===== config.mk =====
export PLATFORM = sky130hd
export DESIGN_NAME = tcp_tick_counter
export DESIGN_NICKNAME = d
export VERILOG_FILES = /design/src/hdl/tcp_pkg.sv /design/src/hdl/tcp_link_if.sv /design/src/hdl/tcp_pin_sampler.sv /design/src/hdl/tcp_prescaler.sv /design/src/hdl/tcp_tick_counter.sv
export SDC_FILE = /design/constraint.sdc
export NUM_CORES = 1
export LEC_CHECK = 0
export ABC_CLOCK_PERIOD_IN_PS = 6300
export BUFFER_PORTS_ARGS = -buffer_cell sky130_fd_sc_hd__buf_2
export CORE_UTILIZATION = 47
export DETAILED_ROUTE_END_ITERATION = 7
export HOLD_SLACK_MARGIN = 0.1
export PLACE_DENSITY = 0.78
export SLEW_MARGIN = 20
export SYNTH_ARGS = -nofsm -noshare
export SYNTH_HDL_FRONTEND = slang
export SYNTH_SLANG_ARGS = --single-unit

===== constraint.sdc =====
create_clock -name clk_in -period 6.3 [get_ports clk_in]
set_input_delay 0 -clock clk_in [delete_from_list [all_inputs] [get_ports clk_in]]
set_output_delay 0 -clock clk_in [all_outputs]
set_load 0.01 [all_outputs]

===== src/hdl/tcp_pkg.sv =====
// package: register map, field positions and reset values of the tick counter block
package tcp_pkg;

  // ==========================================================
  // register byte offsets
  localparam logic [7:0] CFG_OFS  = 8'h00;
  localparam logic [7:0] CNT_OFS  = 8'h04;
  localparam logic [7:0] CTLB_OFS = 8'h08;
  localparam logic [7:0] MASK_OFS = 8'h0c;
  localparam logic [7:0] TEST_OFS = 8'h10;

  // ==========================================================
  // configuration field positions
  localparam int RATE_LSB   = 0;
  localparam int RATE_W     = 3;
  localparam int ASSIGN_BIT = 3;
  localparam int EDGE_BIT   = 4;
  localparam int SRC_BIT    = 5;
  localparam int RIE_BIT    = 6;

  // ==========================================================
  // status field positions (timer1_control_b layout)
  localparam int PEND_BIT = 7;
  localparam int WDG_BIT  = 0;

  // ==========================================================
  // reset values and the rollover count value
  localparam logic [7:0] CFG_RST  = 8'h0f;
  localparam logic [7:0] CNT_RST  = 8'h00;
  localparam logic [7:0] CTLB_RST = 8'h00;
  localparam logic [7:0] MASK_RST = 8'h00;
  localparam logic [7:0] ROLL_VAL = 8'hff;

  // ==========================================================
  // prescaler terminal count: low rate+1 bits all ones
  function automatic logic presc_hit(input logic [7:0] cnt, input logic [2:0] rate);
    logic [7:0] m;
    m = 8'h00;
    for (int i = 0; i < 8; i++) begin
      m[i] = (i <= int'(rate));
    end
    return &(cnt | ~m);
  endfunction

endpackage


===== src/hdl/tcp_link_if.sv =====
// interface: carrier between the tick counter control and its prescaler and pin sampler
`timescale 1ns/100ps
`default_nettype none

interface tcp_link_if;
  logic       tick;
  logic       clr;
  logic [2:0] rate;
  logic       pulse;
  logic       pin;
  logic       fall_sel;
  logic       edge_seen;

  // ==========================================================
  // one modport per party
  modport ctrl  (output tick, clr, rate, pin, fall_sel, input pulse, edge_seen);
  modport presc (input tick, clr, rate, output pulse);
  modport smp   (input pin, fall_sel, output edge_seen);
endinterface

`default_nettype wire


===== src/hdl/tcp_pin_sampler.sv =====
// module: samples the external count pin and flags the selected transition
`timescale 1ns/100ps
`default_nettype none

module tcp_pin_sampler (
  // clock and reset
  input wire logic clk_in,
  input wire logic rst_n_in,
  // link to control
  tcp_link_if.smp lk
);

  logic prev_q;
  logic edge_q;

  // ==========================================================
  // one sample per oscillator edge, the pin is taken as synchronous
  always_ff @(posedge clk_in or negedge rst_n_in) begin
    if (!rst_n_in) begin
      prev_q <= 1'b0;
      edge_q <= 1'b0;
    end else begin
      prev_q <= lk.pin;
      edge_q <= lk.fall_sel ? (prev_q & ~lk.pin) : (~prev_q & lk.pin);
    end
  end

  assign lk.edge_seen = edge_q;

  a_edge_select: assert property (@(posedge clk_in) disable iff (!rst_n_in)
    (lk.fall_sel && prev_q && !lk.pin) |=> lk.edge_seen) else $error("falling edge lost");

endmodule

`default_nettype wire


===== src/hdl/tcp_prescaler.sv =====
// module: shared 8-bit prescaler with power-of-two terminal count
`timescale 1ns/100ps
`default_nettype none

module tcp_prescaler (
  // clock and reset
  input wire logic clk_in,
  input wire logic rst_n_in,
  // link to control
  tcp_link_if.presc lk
);

  logic [7:0] count_q;

  // ==========================================================
  // count input ticks, clear wins over a tick
  always_ff @(posedge clk_in or negedge rst_n_in) begin
    if (!rst_n_in) begin
      count_q <= 8'h00;
    end else if (lk.clr) begin
      count_q <= 8'h00;
    end else if (lk.tick) begin
      count_q <= count_q + 8'h01;
    end
  end

  // pulse every 2^(rate+1) ticks, code 000 divides by two
  assign lk.pulse = lk.tick & ~lk.clr & tcp_pkg::presc_hit(count_q, lk.rate);

  a_presc_clear: assert property (@(posedge clk_in) disable iff (!rst_n_in)
    lk.clr |=> (count_q == 8'h00)) else $error("prescaler not cleared");
  a_presc_ratio: assert property (@(posedge clk_in) disable iff (!rst_n_in)
    (lk.tick && !lk.clr && lk.rate == 3'h0 && count_q[0]) |-> lk.pulse)
    else $error("divide by two missed");

endmodule

`default_nettype wire


===== src/hdl/tcp_tick_counter.sv =====
// module: 8-bit tick counter with prescaler, watchdog postscaler and apb registers
// Notes on behaviour
// - an 8-bit counter advances once per instruction cycle or per selected pin transition.
// - with the source bit (bit 5) clear, increments come from the instruction cycle.
// - with the source bit set, the count pin is sampled each oscillator edge.
// - edge bit (bit 4) set counts falling edges, clear counts rising edges.
// - an 8-bit prescaler ahead of the counter extends the chain to 16 bits.
// - a prescaler not given to the counter serves as watchdog postscaler.
// - rollover from ff to 00 sets the pending bit 7 and may request an interrupt.
// - a counter write clears the prescaler only when the assign bit 3 is zero.
// - a zero-test read inhibits the increment, a plain read does not.
// - assign bit one gives the prescaler to the watchdog, zero to the counter, never both.
// - the rollover interrupt enable sits in the configuration register.
//
// Decided for this implementation: the placing of the registers and the APB interface to the registers.
`timescale 1ns/100ps
`default_nettype none

module tcp_tick_counter #(
  parameter int CYC_DIV = 1
) (
  // clock and reset
  input  wire logic        clk_in,
  input  wire logic        rst_n_in,
  // apb slave
  input  wire logic [7:0]  paddr_in,
  input  wire logic        psel_in,
  input  wire logic        penable_in,
  input  wire logic        pwrite_in,
  input  wire logic [31:0] pwdata_in,
  output logic [31:0]      prdata_out,
  output logic             pready_out,
  output logic             pslverr_out,
  // external count pin
  input  wire logic        count_pin_in,
  // watchdog counter
  input  wire logic        watchdog_tick_in,
  output logic             watchdog_timeout_out,
  // interrupt
  output logic             irq_out
);

  localparam int CW = (CYC_DIV > 1) ? $clog2(CYC_DIV) : 1;

  tcp_link_if lk ();

  logic [7:0]  cfg_q;
  logic [7:0]  cnt_q;
  logic [7:0]  ctlb_q;
  logic [7:0]  mask_q;
  logic [31:0] prdata_q;
  logic        irq_q;
  logic        wdg_out_q;
  logic        assign_q;
  logic [CW-1:0] cyc_q;
  logic        cyc_en;
  logic        setup;
  logic        access;
  logic        wr_en;
  logic        cnt_wr;
  logic        inhibit;
  logic        raw_tick;
  logic        cnt_inc;
  logic        to_wdg;

  // ==========================================================
  // address decode shared by write enable and error answer
  function automatic logic addr_ok(input logic [7:0] a);
    return (a == tcp_pkg::CFG_OFS) || (a == tcp_pkg::CNT_OFS) || (a == tcp_pkg::CTLB_OFS) ||
           (a == tcp_pkg::MASK_OFS) || (a == tcp_pkg::TEST_OFS);
  endfunction

  // ==========================================================
  // apb phases, zero wait states
  assign setup       = psel_in & ~penable_in;
  assign access      = psel_in & penable_in;
  assign wr_en       = access & pwrite_in & addr_ok(paddr_in);
  assign cnt_wr      = wr_en & (paddr_in == tcp_pkg::CNT_OFS);
  assign pready_out  = 1'b1;
  assign pslverr_out = access & ~addr_ok(paddr_in);
  assign prdata_out  = prdata_q;

  // zero-test view holds the count for both phases of the read
  assign inhibit = psel_in & ~pwrite_in & (paddr_in == tcp_pkg::TEST_OFS);

  // read data captured at setup so the access edge takes a flopped value
  always_ff @(posedge clk_in or negedge rst_n_in) begin
    if (!rst_n_in) begin
      prdata_q <= 32'h0000_0000;
    end else if (setup && !pwrite_in) begin
      case (paddr_in)
        tcp_pkg::CFG_OFS:  prdata_q <= {24'h00_0000, cfg_q};
        tcp_pkg::CNT_OFS:  prdata_q <= {24'h00_0000, cnt_q};
        tcp_pkg::CTLB_OFS: prdata_q <= {24'h00_0000, ctlb_q};
        tcp_pkg::MASK_OFS: prdata_q <= {24'h00_0000, mask_q};
        tcp_pkg::TEST_OFS: prdata_q <= {24'h00_0000, cnt_q};
        default:           prdata_q <= 32'h0000_0000;
      endcase
    end
  end

  // ==========================================================
  // configuration and mask registers
  always_ff @(posedge clk_in or negedge rst_n_in) begin
    if (!rst_n_in) begin
      cfg_q  <= tcp_pkg::CFG_RST;
      mask_q <= tcp_pkg::MASK_RST;
    end else if (wr_en) begin
      if (paddr_in == tcp_pkg::CFG_OFS) begin
        cfg_q <= pwdata_in[7:0];
      end
      if (paddr_in == tcp_pkg::MASK_OFS) begin
        mask_q <= pwdata_in[7:0];
      end
    end
  end

  // ==========================================================
  // instruction cycle enable from a divider of the core clock
  always_ff @(posedge clk_in or negedge rst_n_in) begin
    if (!rst_n_in) begin
      cyc_q <= '0;
    end else if (cyc_en) begin
      cyc_q <= '0;
    end else begin
      cyc_q <= cyc_q + CW'(1);
    end
  end

  // terminal count of the cycle divider, one pulse per instruction cycle
  assign cyc_en = (cyc_q == CW'(CYC_DIV - 1));

  // ==========================================================
  // source and prescaler routing
  assign to_wdg      = cfg_q[tcp_pkg::ASSIGN_BIT];
  assign raw_tick    = cfg_q[tcp_pkg::SRC_BIT] ? lk.edge_seen : cyc_en;
  assign lk.pin      = count_pin_in;
  assign lk.fall_sel = cfg_q[tcp_pkg::EDGE_BIT];
  assign lk.rate     = cfg_q[tcp_pkg::RATE_LSB +: tcp_pkg::RATE_W];
  assign lk.tick     = to_wdg ? watchdog_tick_in : raw_tick;
  // reassignment also clears, so a stale partial count never leaks across owners
  assign lk.clr      = (cnt_wr & ~to_wdg) | (assign_q != to_wdg);
  assign cnt_inc     = (to_wdg ? raw_tick : lk.pulse) & ~inhibit;

  // owner seen last cycle; a change of owner restarts the prescaler
  always_ff @(posedge clk_in or negedge rst_n_in) begin
    if (!rst_n_in) begin
      assign_q <= tcp_pkg::CFG_RST[tcp_pkg::ASSIGN_BIT];
    end else begin
      assign_q <= to_wdg;
    end
  end

  // ==========================================================
  // tick counter, a software write wins over an increment
  always_ff @(posedge clk_in or negedge rst_n_in) begin
    if (!rst_n_in) begin
      cnt_q <= tcp_pkg::CNT_RST;
    end else if (cnt_wr) begin
      cnt_q <= pwdata_in[7:0];
    end else if (cnt_inc) begin
      cnt_q <= cnt_q + 8'h01;
    end
  end

  // ==========================================================
  // sticky status, set wins over write-one-to-clear
  always_ff @(posedge clk_in or negedge rst_n_in) begin
    if (!rst_n_in) begin
      ctlb_q <= tcp_pkg::CTLB_RST;
    end else begin
      for (int i = 0; i < 8; i++) begin
        if (wr_en && paddr_in == tcp_pkg::CTLB_OFS && pwdata_in[i]) begin
          ctlb_q[i] <= 1'b0;
        end
      end
      if (cnt_inc && !cnt_wr && cnt_q == tcp_pkg::ROLL_VAL) begin
        ctlb_q[tcp_pkg::PEND_BIT] <= 1'b1;
      end
      if (to_wdg && lk.pulse) begin
        ctlb_q[tcp_pkg::WDG_BIT] <= 1'b1;
      end
    end
  end

  // ==========================================================
  // interrupt level and watchdog postscaled output
  always_ff @(posedge clk_in or negedge rst_n_in) begin
    if (!rst_n_in) begin
      irq_q     <= 1'b0;
      wdg_out_q <= 1'b0;
    end else begin
      irq_q <= (ctlb_q[tcp_pkg::PEND_BIT] & mask_q[tcp_pkg::PEND_BIT] &
                cfg_q[tcp_pkg::RIE_BIT]) |
               (ctlb_q[tcp_pkg::WDG_BIT] & mask_q[tcp_pkg::WDG_BIT]);
      wdg_out_q <= to_wdg ? lk.pulse : watchdog_tick_in;
    end
  end

  // outputs straight from flops, no glitches towards the core
  assign irq_out              = irq_q;
  assign watchdog_timeout_out = wdg_out_q;

  // ==========================================================
  // submodules
  tcp_prescaler u_presc (
    .clk_in   (clk_in),
    .rst_n_in (rst_n_in),
    .lk       (lk.presc)
  );

  tcp_pin_sampler u_smp (
    .clk_in   (clk_in),
    .rst_n_in (rst_n_in),
    .lk       (lk.smp)
  );

  // ==========================================================
  // checks
  a_rollover_pend: assert property (@(posedge clk_in) disable iff (!rst_n_in)
    (cnt_inc && !cnt_wr && cnt_q == 8'hff) |=> (ctlb_q[7] && cnt_q == 8'h00))
    else $error("rollover did not set pending");
  a_internal_inc: assert property (@(posedge clk_in) disable iff (!rst_n_in)
    (!cfg_q[5] && cfg_q[3] && cyc_en && !inhibit && !cnt_wr) |=>
    (cnt_q == 8'($past(cnt_q) + 8'h01))) else $error("instruction cycle not counted");
  a_external_inc: assert property (@(posedge clk_in) disable iff (!rst_n_in)
    (cfg_q[5] && cfg_q[3] && lk.edge_seen && !inhibit && !cnt_wr) |=>
    (cnt_q == 8'($past(cnt_q) + 8'h01))) else $error("pin edge not counted");
  a_test_inhibit: assert property (@(posedge clk_in) disable iff (!rst_n_in)
    (inhibit && !cnt_wr) |=> $stable(cnt_q)) else $error("zero-test let count advance");
  a_no_sharing: assert property (@(posedge clk_in) disable iff (!rst_n_in)
    cfg_q[3] |-> (lk.tick == watchdog_tick_in && !(cnt_inc && !raw_tick)))
    else $error("prescaler shared");
  a_postscale_out: assert property (@(posedge clk_in) disable iff (!rst_n_in)
    (cfg_q[3] && lk.pulse) |=> watchdog_timeout_out) else $error("postscaler pulse lost");
  a_irq_enable: assert property (@(posedge clk_in) disable iff (!rst_n_in)
    (!cfg_q[6] && !(ctlb_q[0] && mask_q[0])) |=> !irq_out) else $error("irq while disabled");
  a_presc_chain: assert property (@(posedge clk_in) disable iff (!rst_n_in)
    (!cfg_q[3] && !cnt_wr && !inhibit && !lk.pulse) |=> $stable(cnt_q))
    else $error("counter moved without prescaler pulse");

  // ==========================================================
  // checks on counter writes and the shared prescaler
  a_write_clears: assert property (@(posedge clk_in) disable iff (!rst_n_in)
    (cnt_wr && !cfg_q[3]) |=> (u_presc.count_q == 8'h00))
    else $error("counter write left prescaler count");
  a_write_keeps: assert property (@(posedge clk_in) disable iff (!rst_n_in)
    (cnt_wr && cfg_q[3] && assign_q && !lk.tick) |=> $stable(u_presc.count_q))
    else $error("counter write disturbed postscaler");
  a_write_wins: assert property (@(posedge clk_in) disable iff (!rst_n_in)
    cnt_wr |=> ({24'h00_0000, cnt_q} == ($past(pwdata_in) & 32'h0000_00ff)))
    else $error("counter write lost");
  a_presc_count: assert property (@(posedge clk_in) disable iff (!rst_n_in)
    (lk.tick && !lk.clr) |=> (u_presc.count_q == 8'($past(u_presc.count_q) + 8'h01)))
    else $error("prescaler missed a tick");
  a_rate_max: assert property (@(posedge clk_in) disable iff (!rst_n_in)
    (lk.tick && lk.rate == 3'h7 && u_presc.count_q != 8'hff) |-> !lk.pulse)
    else $error("divide by 256 pulsed early");

  // ==========================================================
  // checks on pending flag and interrupt level
  a_pend_sticky: assert property (@(posedge clk_in) disable iff (!rst_n_in)
    (ctlb_q[7] && !(wr_en && paddr_in == tcp_pkg::CTLB_OFS && pwdata_in[7])) |=> ctlb_q[7])
    else $error("pending flag dropped");
  a_pend_clear: assert property (@(posedge clk_in) disable iff (!rst_n_in)
    (wr_en && paddr_in == tcp_pkg::CTLB_OFS && pwdata_in[7] &&
     !(cnt_inc && cnt_q == 8'hff)) |=> !ctlb_q[7])
    else $error("pending flag not cleared");
  a_irq_level: assert property (@(posedge clk_in) disable iff (!rst_n_in)
    (ctlb_q[7] && mask_q[7] && cfg_q[6]) |=> irq_out)
    else $error("enabled rollover gave no interrupt");

  // ==========================================================
  // checks on counting sources and the plain read
  a_presc_inc: assert property (@(posedge clk_in) disable iff (!rst_n_in)
    (!cfg_q[5] && !cfg_q[3] && lk.pulse && !inhibit && !cnt_wr) |=>
    (cnt_q == 8'($past(cnt_q) + 8'h01))) else $error("prescaler pulse not counted");
  a_plain_read: assert property (@(posedge clk_in) disable iff (!rst_n_in)
    (psel_in && !pwrite_in && paddr_in == tcp_pkg::CNT_OFS && !cfg_q[5] && cfg_q[3] &&
     cyc_en) |=> (cnt_q == 8'($past(cnt_q) + 8'h01)))
    else $error("plain read stalled the count");
  a_edge_only: assert property (@(posedge clk_in) disable iff (!rst_n_in)
    (cfg_q[5] && cfg_q[3] && !lk.edge_seen && !cnt_wr) |=> $stable(cnt_q))
    else $error("count moved without pin edge");

  // ==========================================================
  // checks on the chosen pin transition
  a_rise_select: assert property (@(posedge clk_in) disable iff (!rst_n_in)
    (!cfg_q[4] && !u_smp.prev_q && count_pin_in) |=> lk.edge_seen)
    else $error("rising edge lost");
  a_fall_ignore: assert property (@(posedge clk_in) disable iff (!rst_n_in)
    (cfg_q[4] && !u_smp.prev_q) |=> !lk.edge_seen)
    else $error("rising edge counted in falling mode");

  // ==========================================================
  // checks on watchdog routing
  a_wdg_copy: assert property (@(posedge clk_in) disable iff (!rst_n_in)
    !cfg_q[3] |=> (watchdog_timeout_out == $past(watchdog_tick_in)))
    else $error("watchdog tick not passed through");
  a_wdg_quiet: assert property (@(posedge clk_in) disable iff (!rst_n_in)
    (cfg_q[3] && !lk.pulse) |=> !watchdog_timeout_out)
    else $error("postscaler output without pulse");

endmodule

`default_nettype wire


==> flow_metrics.env <==
export IMPL_synth_seq_cells=47
export IMPL_layout_drive_gt1_share_pct=23.32
export IMPL_nNetsFinal=331
export IMPL_cts_root_buffer="clkbuf_8"
export IMPL_gr_total_overflow=0
export IMPL_portBuffers=33
export IMPL_final_common_cell="dfrtp_1"
export IMPL_die_h_um=75.42
export IMPL_final_cell_mix="42 x dfrtp_1, 32 x buf_2, 25 x conb_1"
export IMPL_placed_area_um2=2656
export IMPL_regToRegSetupSlack_ps=4000
export IMPL_synth_edf_count=0
export IMPL_crit_required_ps=6490
export IMPL_start_util_pct=49.29
export IMPL_hold_viol_final=0
export IMPL_setup_tns_ps=0
export IMPL_dieWidth_um=75.42
export IMPL_gp_congestion=0.8177
export IMPL_crit_path_start_kind="register"
export IMPL_rsz0062_at_grt="false"
export IMPL_fin_ws_ps=3999
export IMPL_skew_ps=7.018
export IMPL_ant_nets=0
export IMPL_multi_input_area_um2=1217
export IMPL_synth_cells=240
export IMPL_synth_top_area_share_pct=41.48
export IMPL_clk_pin_slew_ps=90
export IMPL_vias=1868
export IMPL_nFillCells=470
export IMPL_synth_xor_area_share_pct=4.840
export IMPL_crit_type="reg2reg"
export IMPL_crit_path_max_fanout=11
export IMPL_synth_ff_type="dfrtp_1"
export IMPL_cts_buffers=5
export IMPL_r2r_end="cnt_q[5]"
export IMPL_period_share_pct=36.53
export IMPL_synth_compound_area_share_pct=13.78
export IMPL_rows=26
export IMPL_r2r_start="cfg_q[3]"
export IMPL_maxCapViolCount=0
export IMPL_core_area_um2=5140
export IMPL_ios=83
export IMPL_first_pass_iters=4
export IMPL_synth_area_leaders="dfrtp_1 41%, mux2_2 7.6%, buf_4 7.4%"
export IMPL_min_to="cnt_q[1]"
export IMPL_yosysUniqueCellTypes=47
export IMPL_synthAdderAreaFrac_pct=0.9877
export IMPL_htreeDepth=2
export IMPL_power_frac_seq_pct=52.2
export IMPL_p_sw_share_pct=33.42
export IMPL_worstSkewPairLatency_ps=300
export IMPL_final_max_slew_viol_count=0
export IMPL_fmax_mhz=434.6
export IMPL_endpoint_kind="register"
export IMPL_ir_drop_uv=99.63
export IMPL_post_cts_buffers=0
export IMPL_final_area_um2=2850
export IMPL_dp_slack_ps=4020
export IMPL_setup_viol=0
export IMPL_syn2layout_area_growth_pct=12.49
export IMPL_whs_path_depth=3
export IMPL_syn_avg_cell_area_um2=10.56
export IMPL_worstHoldStart="paddr_in[2]"
export IMPL_tightest_slew_ps=989.5
export IMPL_totalPowerFinal_mw=0.7969
export IMPL_p_leak_nw=1.301
export IMPL_p_clk_share_pct=22.1
export IMPL_synth_top_area_cell="dfrtp_1"
export IMPL_wire_per_inst_um=14.48
export IMPL_fin_crit_ps=2301
export IMPL_cts_sinks=47
export IMPL_crit_arrival_ps=2490
export IMPL_post_route_drc_count=0
export IMPL_seq_area_um2=1182
export IMPL_relSlewSlack_pct=33.52
export IMPL_clock_tree_buffer_depth=2
export IMPL_dpl_hpwl_um=3656
export IMPL_grt_max_degree=48
export IMPL_muxShareOfSynthArea_pct=8.790
export IMPL_async_flop_share_pct=100.0
export IMPL_track_usage_pct=19.94
export IMPL_dieArea_um2=5688
export IMPL_avgViaCountPerCell=5.292
export IMPL_yosysWarningCount=0
export IMPL_synth_area_um2=2534
export IMPL_r2r_cells=7
export IMPL_drt_iter0_drc=189
export IMPL_pwr_share_comb_pct=25.7
export IMPL_synth_top_family_by_area="simple AND/OR/NAND/NOR gates"
export IMPL_intPower_mw=0.5306
export IMPL_n_antenna_cell=0
export IMPL_grt_pass1_wl_um=8266
export IMPL_cts_hold_buf=11
export IMPL_drt_total_wl_um=5112
export IMPL_min_path_type="in2reg"
export IMPL_crit_start="cfg_q[3]"
export IMPL_power_density_nw_per_um2=279.6
export IMPL_grt_pass1_vias=1684
export IMPL_cts_resized_gates=0
export IMPL_status="completed"
export IMPL_synthSimpleGateAreaFrac_pct=15.95
export IMPL_cts_tree="done"
export IMPL_grt_antenna_before_repair=0
export IMPL_power_switching_mw=0.2664
export IMPL_ys_seq_area_share_pct=46.67
final cells by class:
cell class,instances,area share (%)
Multi-Input combinational cell,183,42.71
Tap cell,70,3.073
Timing Repair Buffer,44,9.745
Inverter,1,0.1317
Clock buffer,7,2.678
Sequential cell,47,41.48
Clock inverter,1,0.1756
worst max-delay path: stages, from the launching register on:
cell and delay (ps):
dfstp_2 680, inv_2 80, mux2_2 310, nand2_1 120, o41ai_4 480, nand2_1 120, xnor2_1 140, mux2_2 250
power groups by stage:
stage,sequential [mW],combinational [mW],clock (mW)
after detailed placement,0.420,0.198,0
after CTS,0.415,0.206,0.180
final,0.416,0.204,0.176
after global placement,0.419,0.192,0
after floorplan,0.411,0.158,0
after global routing,0.424,0.233,0.196
state kept, by name, summed over array words and instances, names as in the netlist:
signal                cells
watchdog_timeout_out      1
ctlb_q                    2
irq_out                   1
cfg_q                     8
u_smp.prev_q              1
mask_q                    8
u_presc.count_q           8
prdata_out                8
assign_q                  1
cnt_q                     8
u_smp.lk.edge_seen        1
cell usage after synthesis (all sizes together), types with 2 or more instances:
cell type and n:
dfstp 5, a222oi 8, nand2 22, clkbuf 5, nor2 22, a31oi 2
conb 2, nand3 4, and4 2, mux2 18, nand2b 4, nand4 5
nor3 3, xnor2 5, and2 3, o21ai 7, o2bb2ai 4, buf 27
a21oi 9, a21boi 3, mux2i 2, and3 6, nor2b 2, dfrtp 42
xor2 9, ha 2
layer usage:
metal | track usage, % | up-vias | wire length [um]
met5 | 0 | - | 0
met4 | 6.584 | 0 | 71
met3 | 5.026 | 5 | 255
met2 | 31.94 | 66 | 2508
met1 | 26.54 | 893 | 2276
li1 | - | 904 | -
how the worst max path moves through the flow:
stage,endpoint,slack (ps),depth (start not counted)
6_report,cnt_q[5],4000,7
5_1_grt,cnt_q[5],3870,7
4_1_cts,cnt_q[5],4010,7
3_5_place_dp,cnt_q[5],4020,7
3_3_place_gp,cnt_q[5],4030,7
2_1_floorplan,cnt_q[5],4150,8
kinds of logic (layout without fill, tap and decap cells):
logic type | after synthesis | count (layout)
flops | 47 | 47
buf+inv | 33 | 53
compound gates | 44 | 44
xor+xnor | 14 | 14
other cells | 2 | 25
fa+ha+maj | 2 | 2
simple gates | 78 | 78
mux | 20 | 20
stage by stage:
step	utilization, %	hold WS (ps)	cells
4_1_cts	55.40	156.2	353
6_report	55.45	175.8	353
5_1_grt	55.45	181.8	353
3_3_place_gp	51.68	136.1	334
3_5_place_dp	51.68	143.1	334
2_1_floorplan	-	-295.6	263
No activity file was read; power rests on OpenSTA's default activity.
